[src/core/bcs_pkg.sv]
package bcs_pkg;
  // oscillator-cycle limits
  localparam int PRECHG_LIMIT = 32768;
  localparam int TOTAL_LIMIT = 262144;
  localparam int TIMER_W = 19;
  localparam int SYNC_STAGES = 2;
  localparam int FLAG_W = 8;
  // flag vector bit positions
  localparam int F_VIN_LOW = 0;
  localparam int F_VIN_HIGH = 1;
  localparam int F_VIN_BELOW_BAT = 2;
  localparam int F_BAT_ABOVE_PRE = 3;
  localparam int F_BAT_AT_REG = 4;
  localparam int F_CUR_AT_FULL = 5;
  localparam int F_BAT_AT_RECHG = 6;
  localparam int F_THERM_BAD = 7;
  localparam logic [FLAG_W-1:0] FLAGS_RESET = 8'h00;

  typedef enum logic [5:0] {
    BCS_IDLE = 6'b00_0001,
    BCS_PRE = 6'b00_0010,
    BCS_CC = 6'b00_0100,
    BCS_CV = 6'b00_1000,
    BCS_FULL = 6'b01_0000,
    BCS_FAULT = 6'b10_0000
  } bcs_state_t;
endpackage : bcs_pkg

[src/core/bcs_flag_sync.sv]
module bcs_flag_sync
  import bcs_pkg::*;
#(
  parameter int WIDTH = FLAG_W
) (
  input wire logic clk,
  input wire logic sys_rst,
  input wire logic [WIDTH-1:0] flags_async,
  output logic [WIDTH-1:0] flags_sync
);
  logic [WIDTH-1:0] stage1;
  logic [WIDTH-1:0] next_stage1;
  logic [WIDTH-1:0] next_sync;

  always_comb begin
    next_stage1 = flags_async;
    next_sync = stage1;
  end

  always_ff @(posedge clk or posedge sys_rst) begin
    if (sys_rst) begin
      stage1 <= WIDTH'(FLAGS_RESET);
      flags_sync <= WIDTH'(FLAGS_RESET);
    end else begin
      stage1 <= next_stage1;
      flags_sync <= next_sync;
    end
  end
endmodule : bcs_flag_sync

[src/core/bcs_timer.sv]
module bcs_timer
  import bcs_pkg::*;
#(
  parameter int WIDTH = TIMER_W
) (
  input wire logic clk,
  input wire logic sys_rst,
  input wire logic clear,
  input wire logic run,
  output logic [WIDTH-1:0] count
);
  logic [WIDTH-1:0] next_count;

  // saturating up counter
  always_comb begin
    next_count = count;
    if (clear) begin
      next_count = '0;
    end else if (run && count != {WIDTH{1'b1}}) begin
      next_count = count + 1'b1;
    end
  end

  always_ff @(posedge clk or posedge sys_rst) begin
    if (sys_rst) begin
      count <= '0;
    end else begin
      count <= next_count;
    end
  end
endmodule : bcs_timer

[src/core/bcs_sequencer.sv]
// What this block does
// - charging stops while input is below 3.0 V or above 7.0 V.
// - power good pulled low only while input sits inside its window.
// - charging stops while input is below battery voltage.
// - start below 2.6 V enters precharge at one tenth current.
// - precharge over 32768 cycles ends charging with a battery fault.
// - battery above 2.6 V in time moves to full constant current.
// - battery at 4.2 V moves to constant voltage until full.
// - current at or below 20 percent in constant voltage means full, charger off.
// - after full, battery at 4.0 V restarts charging.
// - total time over 262144 cycles without full gives timeout fault.
// - timeout fault toggles status at half oscillator rate.
// - after fault stay off until power cycle or shutdown toggle.
// - charge timer restarts from zero at power-up and each enable.
// - timer disable input suppresses both time limits.
// - charging ceases while thermistor window reports bad temperature.
// - status low while charging, released on full and on stops other than timeout fault.
module bcs_sequencer
  import bcs_pkg::*;
#(
  parameter int PRE_CYCLES = PRECHG_LIMIT,
  parameter int TOTAL_CYCLES = TOTAL_LIMIT
) (
  input wire logic clk,
  input wire logic sys_rst,
  input wire logic shutdown_in,
  input wire logic timer_disable,
  input wire logic vin_low,
  input wire logic vin_high,
  input wire logic vin_below_bat,
  input wire logic bat_above_pre,
  input wire logic bat_at_reg,
  input wire logic cur_at_full,
  input wire logic bat_at_rechg,
  input wire logic therm_bad,
  output logic charge_en,
  output logic precharge_current,
  output logic constant_current_phase,
  output logic constant_voltage_phase,
  output logic timeout_fault,
  output logic battery_fault,
  output logic power_good_n_o,
  output logic power_good_n_oe,
  output logic charge_status_n_o,
  output logic charge_status_n_oe
);
  import bcs_pkg::*;

  localparam logic [TIMER_W-1:0] PRE_MAX = TIMER_W'(PRE_CYCLES);
  localparam logic [TIMER_W-1:0] TOT_MAX = TIMER_W'(TOTAL_CYCLES);

  ////////////////////////////////////////////////////////////////////////
  logic [FLAG_W-1:0] raw_flags;
  logic [FLAG_W-1:0] flags;
  logic [TIMER_W-1:0] pre_count;
  logic [TIMER_W-1:0] tot_count;

  assign raw_flags = {therm_bad, bat_at_rechg, cur_at_full, bat_at_reg,
                      bat_above_pre, vin_below_bat, vin_high, vin_low};

  bcs_flag_sync #(.WIDTH(FLAG_W)) u_sync (
    .clk(clk),
    .sys_rst(sys_rst),
    .flags_async(raw_flags),
    .flags_sync(flags)
  );

  ////////////////////////////////////////////////////////////////////////
  logic vin_ok;
  logic sd;
  logic blocked;
  bcs_state_t state;
  bcs_state_t next_state;
  logic enabled;
  logic next_enabled;
  logic toggle;
  logic next_toggle;
  logic is_timeout;
  logic next_is_timeout;
  logic in_charge;

  assign vin_ok = !flags[F_VIN_LOW] && !flags[F_VIN_HIGH];
  assign sd = shutdown_in;
  // shutdown, input window, input below battery, temperature
  assign blocked = sd || !vin_ok || flags[F_VIN_BELOW_BAT] || flags[F_THERM_BAD];
  assign in_charge = (state == BCS_PRE) || (state == BCS_CC) || (state == BCS_CV);

  // timers: total restarts on enable transition, precharge clears whenever state is not BCS_PRE
  bcs_timer #(.WIDTH(TIMER_W)) u_pre_tmr (
    .clk(clk),
    .sys_rst(sys_rst),
    .clear(state != BCS_PRE),
    .run(state == BCS_PRE),
    .count(pre_count)
  );

  bcs_timer #(.WIDTH(TIMER_W)) u_tot_tmr (
    .clk(clk),
    .sys_rst(sys_rst),
    .clear(sd || (!enabled && !sd)),
    .run(in_charge && !blocked),
    .count(tot_count)
  );

  always_comb begin
    next_state = state;
    next_enabled = !sd;
    next_is_timeout = is_timeout;
    next_toggle = 1'b0;
    if (sd) begin
      next_state = BCS_IDLE;
      next_is_timeout = 1'b0;
    end else begin
      unique case (state)
        BCS_IDLE: begin
          if (!blocked) begin
            next_state = flags[F_BAT_ABOVE_PRE] ? BCS_CC : BCS_PRE;
          end
        end
        BCS_PRE: begin
          if (!timer_disable && pre_count >= PRE_MAX) begin
            next_state = BCS_FAULT;
            next_is_timeout = 1'b0;
          end else if (flags[F_BAT_ABOVE_PRE]) begin
            next_state = BCS_CC;
          end
        end
        BCS_CC: begin
          if (flags[F_BAT_AT_REG]) begin
            next_state = BCS_CV;
          end
        end
        BCS_CV: begin
          if (flags[F_CUR_AT_FULL]) begin
            next_state = BCS_FULL;
          end
        end
        BCS_FULL: begin
          if (flags[F_BAT_AT_RECHG] && !blocked) begin
            next_state = BCS_CC;
          end
        end
        BCS_FAULT: begin
          next_state = BCS_FAULT;
        end
      endcase
      if ((state == BCS_CC || state == BCS_CV) && !timer_disable
          && tot_count >= TOT_MAX) begin
        next_state = BCS_FAULT;
        next_is_timeout = 1'b1;
      end
      if (state == BCS_FAULT && is_timeout) begin
        next_toggle = !toggle;
      end
    end
  end

  always_ff @(posedge clk or posedge sys_rst) begin
    if (sys_rst) begin
      state <= BCS_IDLE;
      enabled <= 1'b0;
      is_timeout <= 1'b0;
      toggle <= 1'b0;
    end else begin
      state <= next_state;
      enabled <= next_enabled;
      is_timeout <= next_is_timeout;
      toggle <= next_toggle;
    end
  end

  ////////////////////////////////////////////////////////////////////////
  logic next_charge_en;
  logic next_pre_cur;
  logic next_cc;
  logic next_cv;
  logic next_pg_oe;
  logic next_chg_oe;
  logic next_timeout_fault;
  logic next_battery_fault;

  always_comb begin
    next_charge_en = in_charge && !blocked;
    next_pre_cur = state == BCS_PRE;
    next_cc = state == BCS_CC;
    next_cv = state == BCS_CV;
    next_pg_oe = vin_ok;
    next_chg_oe = 1'b0;
    next_timeout_fault = state == BCS_FAULT && is_timeout;
    next_battery_fault = state == BCS_FAULT && !is_timeout;
    if (in_charge && !blocked) begin
      next_chg_oe = 1'b1;
    end else if (state == BCS_FAULT && is_timeout && !sd && vin_ok) begin
      next_chg_oe = toggle;
    end
  end

  always_ff @(posedge clk or posedge sys_rst) begin
    if (sys_rst) begin
      charge_en <= 1'b0;
      precharge_current <= 1'b0;
      constant_current_phase <= 1'b0;
      constant_voltage_phase <= 1'b0;
      power_good_n_oe <= 1'b0;
      charge_status_n_oe <= 1'b0;
      timeout_fault <= 1'b0;
      battery_fault <= 1'b0;
    end else begin
      charge_en <= next_charge_en;
      precharge_current <= next_pre_cur;
      constant_current_phase <= next_cc;
      constant_voltage_phase <= next_cv;
      power_good_n_oe <= next_pg_oe;
      charge_status_n_oe <= next_chg_oe;
      timeout_fault <= next_timeout_fault;
      battery_fault <= next_battery_fault;
    end
  end

  assign power_good_n_o = 1'b0;
  assign charge_status_n_o = 1'b0;

  ////////////////////////////////////////////////////////////////////////
  // input window and blocking conditions
  a_pg_window: assert property (@(posedge clk) disable iff (sys_rst)
    !$past(sys_rst) |-> power_good_n_oe == $past(vin_ok))
    else $error("power good mismatch");
  a_block_vin: assert property (@(posedge clk) disable iff (sys_rst)
    !vin_ok |=> !charge_en)
    else $error("charging with bad input");
  a_block_below: assert property (@(posedge clk) disable iff (sys_rst)
    flags[F_VIN_BELOW_BAT] |=> !charge_en)
    else $error("charging below battery");
  a_block_therm: assert property (@(posedge clk) disable iff (sys_rst)
    flags[F_THERM_BAD] |=> !charge_en)
    else $error("charging at bad temp");
  a_vin_release: assert property (@(posedge clk) disable iff (sys_rst)
    !vin_ok |=> !charge_status_n_oe)
    else $error("status driven with bad input");

  // flags reach the sequencer two edges after the pins
  a_sync_delay: assert property (@(posedge clk) disable iff (sys_rst)
    !$past(sys_rst) && !$past(sys_rst, 2) |-> flags == $past(raw_flags, 2))
    else $error("flag sync latency wrong");

  // phase sequencing
  a_pre_entry: assert property (@(posedge clk) disable iff (sys_rst)
    !sys_rst && state == BCS_IDLE && !blocked && !flags[F_BAT_ABOVE_PRE] |=> state == BCS_PRE)
    else $error("precharge not entered");
  a_pre_outputs: assert property (@(posedge clk) disable iff (sys_rst)
    state == BCS_PRE && !blocked |=> charge_en && precharge_current)
    else $error("precharge current not requested");
  a_pre_limit: assert property (@(posedge clk) disable iff (sys_rst)
    state == BCS_PRE && !timer_disable && pre_count >= PRE_MAX && !sd
    |=> state == BCS_FAULT && !is_timeout)
    else $error("precharge limit missed");
  a_cc_entry: assert property (@(posedge clk) disable iff (sys_rst)
    state == BCS_PRE && flags[F_BAT_ABOVE_PRE] && !sd && (timer_disable || pre_count < PRE_MAX)
    |=> state == BCS_CC) else $error("cc not entered");
  a_cc_phase: assert property (@(posedge clk) disable iff (sys_rst)
    state == BCS_CC |=> constant_current_phase && !precharge_current)
    else $error("cc phase output wrong");
  a_cc_cv: assert property (@(posedge clk) disable iff (sys_rst)
    state == BCS_CC && flags[F_BAT_AT_REG] && !sd && !(tot_count >= TOT_MAX && !timer_disable)
    |=> state == BCS_CV) else $error("cv not entered");
  a_cv_phase: assert property (@(posedge clk) disable iff (sys_rst)
    state == BCS_CV |=> constant_voltage_phase && !constant_current_phase)
    else $error("cv phase output wrong");
  a_cv_full: assert property (@(posedge clk) disable iff (sys_rst)
    state == BCS_CV && flags[F_CUR_AT_FULL] && !sd && !(tot_count >= TOT_MAX && !timer_disable)
    |=> state == BCS_FULL) else $error("full not declared");
  a_full_off: assert property (@(posedge clk) disable iff (sys_rst)
    state == BCS_FULL |=> !charge_en)
    else $error("charging after full");
  a_rechg_start: assert property (@(posedge clk) disable iff (sys_rst)
    state == BCS_FULL && flags[F_BAT_AT_RECHG] && !blocked |=> state == BCS_CC)
    else $error("recharge not started");

  // time limits and faults
  a_timeout_entry: assert property (@(posedge clk) disable iff (sys_rst)
    (state == BCS_CC || state == BCS_CV) && !timer_disable && tot_count >= TOT_MAX && !sd
    |=> state == BCS_FAULT && is_timeout) else $error("total limit missed");
  a_timer_off: assert property (@(posedge clk) disable iff (sys_rst)
    timer_disable && state != BCS_FAULT |=> state != BCS_FAULT)
    else $error("fault with timer disabled");
  a_timer_restart: assert property (@(posedge clk) disable iff (sys_rst)
    $rose(enabled) |-> tot_count == '0)
    else $error("timer not restarted on enable");
  a_fault_hold: assert property (@(posedge clk) disable iff (sys_rst)
    state == BCS_FAULT && !sd |=> state == BCS_FAULT)
    else $error("fault left early");
  a_toggle_rate: assert property (@(posedge clk) disable iff (sys_rst)
    state == BCS_FAULT && is_timeout && !sd ##1 state == BCS_FAULT && !sd
    |-> toggle != $past(toggle)) else $error("timeout not toggling");

  // status pin
  a_status_on: assert property (@(posedge clk) disable iff (sys_rst)
    in_charge && !blocked |=> charge_status_n_oe)
    else $error("status not low while charging");
  a_status_off: assert property (@(posedge clk) disable iff (sys_rst)
    state == BCS_FULL || (state == BCS_FAULT && !is_timeout) |=> !charge_status_n_oe)
    else $error("status driven when not charging");
  a_sd_release: assert property (@(posedge clk) disable iff (sys_rst)
    sd |=> !charge_status_n_oe)
    else $error("status driven in shutdown");
endmodule : bcs_sequencer

[config.mk]
export PLATFORM = sky130hd
export DESIGN_NAME = bcs_sequencer
export DESIGN_NICKNAME = d
export VERILOG_FILES = /design/src/core/bcs_pkg.sv /design/src/core/bcs_flag_sync.sv /design/src/core/bcs_timer.sv /design/src/core/bcs_sequencer.sv
export SDC_FILE = /design/constraint.sdc
export NUM_CORES = 1
export LEC_CHECK = 0
export ABC_AREA = 1
export CAP_MARGIN = 30
export CELL_PAD_IN_SITES_DETAIL_PLACEMENT = 1
export CELL_PAD_IN_SITES_GLOBAL_PLACEMENT = 2
export CORE_UTILIZATION = 38
export DETAILED_ROUTE_END_ITERATION = 10
export DONT_BUFFER_PORTS = 1
export PLACE_DENSITY_LB_ADDON = 0.15
export SETUP_SLACK_MARGIN = 0.15
export SLEW_MARGIN = 10
export SYNTH_ARGS = -nofsm -noshare
export SYNTH_HDL_FRONTEND = slang
export SYNTH_SLANG_ARGS = --single-unit
[constraint.sdc]
create_clock -name clk -period 3 [get_ports clk]
set_input_delay 0.6 -clock clk [delete_from_list [all_inputs] [get_ports clk]]
set_output_delay 0.6 -clock clk [all_outputs]
set_load 0.02 [all_outputs]
==> results.cfg <==
[detailed_routing]
dr.pass1.iters = 4
wirelength_mm = 9.00
wire_per_inst_um = 15.8
vias = 2940
drtAntennaViolNets = 0
via_per_inst = 5.18
drcViolationCount = 0
drtIter0Drc = 76

[critical_path]
cp.required_ns = 3.29
worstPathArrival_ns = 2.52
cp_max_fo = 13
critPathCaptureType = register
startpoint_type = register
crit_type = register to register

[sta]
fin_crit_sh = 0.742
finalSetupViolCount = 0
hold_viol = 0
worst_pin_slew_ns = 0.712
final.min_clock_period_ns = 2.22
slew_headroom = 0.525
clock_skew_ns = 0.0199
clock.fmax_mhz = 449
holdWs_ns = 0.221
rsz0062_at_grt = false
slew_violations = 0
fin_tns_setup_ns = 0

[clock_network]
clk_path_buf_depth = 2
clock-sinks = 71
cts-root-buf = clkbuf_8
h-tree-depth = 3
hold_buffers = 0
tritoncts = done
cts_buffers = 9
clkSlewWorstSetupHoldPaths_ns = 0.10
post_cts_resize_count = 0
post_cts_buffers = 0
worstSkewPairLatency_ns = 0.37

[placed_design]
dp_hpwl_mm = 6.40
portBuffers = 0
routabilityCongestion = 0.822

[synth]
async_flop_share = 1.00
avgSynthCellArea_sq_um = 8.09
synthTopCellsByCount = 111 x nand2_1, 70 x dfrtp_1, 50 x nor2_1
synth.most_common_cell = nand2_1
synth_edf_count = 0
synth_ff_type = dfrtp_1
synth_cells = 446
ys_types = 32
ys_ff_latch = 71
synth_area_sq_um = 3610
ys.warnings.count = 0
netlist.area_leader.share = 0.486
yosysSeqAreaShare = 0.493
synth_area_leader_cell = dfrtp_1
synth_area_leaders = dfrtp_1 49%, nand2_1 12%, nand3_1 5.3%

[floorplan]
ios = 22
die_h_um = 99.4
die_w_um = 99.4
initial_core_util = 0.392
die_area_sq_um = 9890
coreArea_sq_um = 9200
rows = 35

[pwr]
p_sw_frac = 0.270
combPwrFrac = 0.061
cellPowerDensity_nw_per_um2 = 519
switching_power_mw = 0.553
power_leakage_nw = 1.82
power_frac_seq = 0.487
vdd_ir_drop_max_mv = 0.351
power_mw = 2.05
p_clk_frac = 0.452
internal_power_mw = 1.50

[global_route]
grt_usage = 0.198
grt_max_degree = 40
antenna_found_initial = 0
grt_pass1_wl_mm = 15.0
first_global_vias = 3084
grt-ovfl-total = 0

[final_layout]
syn_to_final_growth_pct = 9.50
nNetsFinal = 467
diodes = 0
layout-drive-gt1-share = 0.107

[flow_run]
cap_violations = 0

[hold_path]
min-delay-path-class = input pin to async pin

[status]
status = complete, no violations
[placed cells by master (no fill, tap or decap), types with 4 or more instances in the layout]
| cell type | synthesis | layout |
|---|---|---|
| nand2_1 | 111 | 111 |
| dfrtp_1 | 70 | 70 |
| nor2_1 | 50 | 50 |
| inv_1 | 47 | 46 |
| nand3_1 | 38 | 38 |
| nand4_1 | 21 | 21 |
| o21ai_0 | 20 | 20 |
| nor3_1 | 14 | 14 |
| clkbuf_8 | 0 | 9 |
| o21ai_1 | 8 | 8 |
| xor2_1 | 7 | 7 |
| nand2_2 | 5 | 5 |
| nor2_4 | 5 | 5 |
| o21ai_2 | 5 | 5 |
| inv_2 | 3 | 4 |
| a21oi_1 | 4 | 4 |
| or2_2 | 4 | 4 |
[final cells by class]
| class | count | area (sq um) |
|---|---|---|
| clock inverter | 7 | 109 |
| clock buffer | 9 | 124 |
| multi-input combinational | 316 | 1570 |
| fill | 1110 | 5250 |
| tap | 111 | 139 |
| inverter | 51 | 191 |
| timing repair buffer | 3 | 35.0 |
| sequential | 71 | 1780 |
[power by group through the flow]
stage               Clock [mW]  Sequential, mW  Combinational (mW)
detailed placement           0            1.02               0.126
finish                   0.927            1.00               0.125
floorplan                    0            1.02              0.0920
global route             0.986            1.00               0.144
CTS                      0.951            1.00               0.129
global placement             0            1.02               0.124
[per-layer routing]
layer	wire length (um)	global-route usage
met1	4320	0.247
met2	4380	0.345
met3	177	0.0422
met4	121	0.0611
met5	0	0
[state kept, by name, summed over array words and instances, names as in the netlist, 6 cells and up]
signal / flops
u_sync.next_sync: 8
u_sync.flags_sync: 8
u_tot_tmr.count: 19
u_pre_tmr.count: 19
state: 6
[metrics by stage]
step | setup WS [ns] | utilization | instances | cell area, sq um
2_1_floorplan | 0.605 | - | 447 | 3610
3_3_place_gp | 0.830 | 0.404 | 552 | 3720
3_5_place_dp | 0.769 | 0.404 | 552 | 3720
4_1_cts | 0.742 | 0.430 | 568 | 3950
5_1_grt | 0.565 | 0.430 | 568 | 3950
6_report | 0.775 | 0.430 | 568 | 3950
[worst max-delay path, stage by stage (launching register included)]
cell and delay (ns):
dfrtp_1 0.47, ha_1 0.40, inv_2 0.09, nor2_4 0.14, inv_2 0.07, nor2_4 0.15, nand2_2 0.08, nor2_4 0.13
nor2_4 0.11, nor2_4 0.32, nand2_1 0.11, o21ai_2 0.07
[cell families after synthesis]
| family | synth area share |
|---|---|
| AO/OA/AOI/OAI | 0.0728 |
| flip-flops | 0.493 |
| AND/OR/NAND/NOR | 0.327 |
| adder cells (fa/ha/maj) | 0.0104 |
| buffers and inverters | 0.0718 |
| XOR/XNOR | 0.0243 |
| other | 0.00104 |
[path summary, 6_finish.rpt]
kind                                     start                   end  slack, ns  cells after the start
setup / recovery            u_tot_tmr.count[0]    u_tot_tmr.count[3]       0.78                     11
hold / removal                         sys_rst    charge_status_n_oe       0.22                      1
setup reg to reg            u_tot_tmr.count[0]    u_tot_tmr.count[3]       0.78                     11
hold reg to reg            u_sync.next_sync[4]  u_sync.flags_sync[4]       0.35                      0
max in group asynchronous              sys_rst    u_pre_tmr.count[0]       2.09                      2
min in group clk                 vin_below_bat   u_sync.next_sync[2]       0.26                      0
No activity file was read; power rests on OpenSTA's default activity.
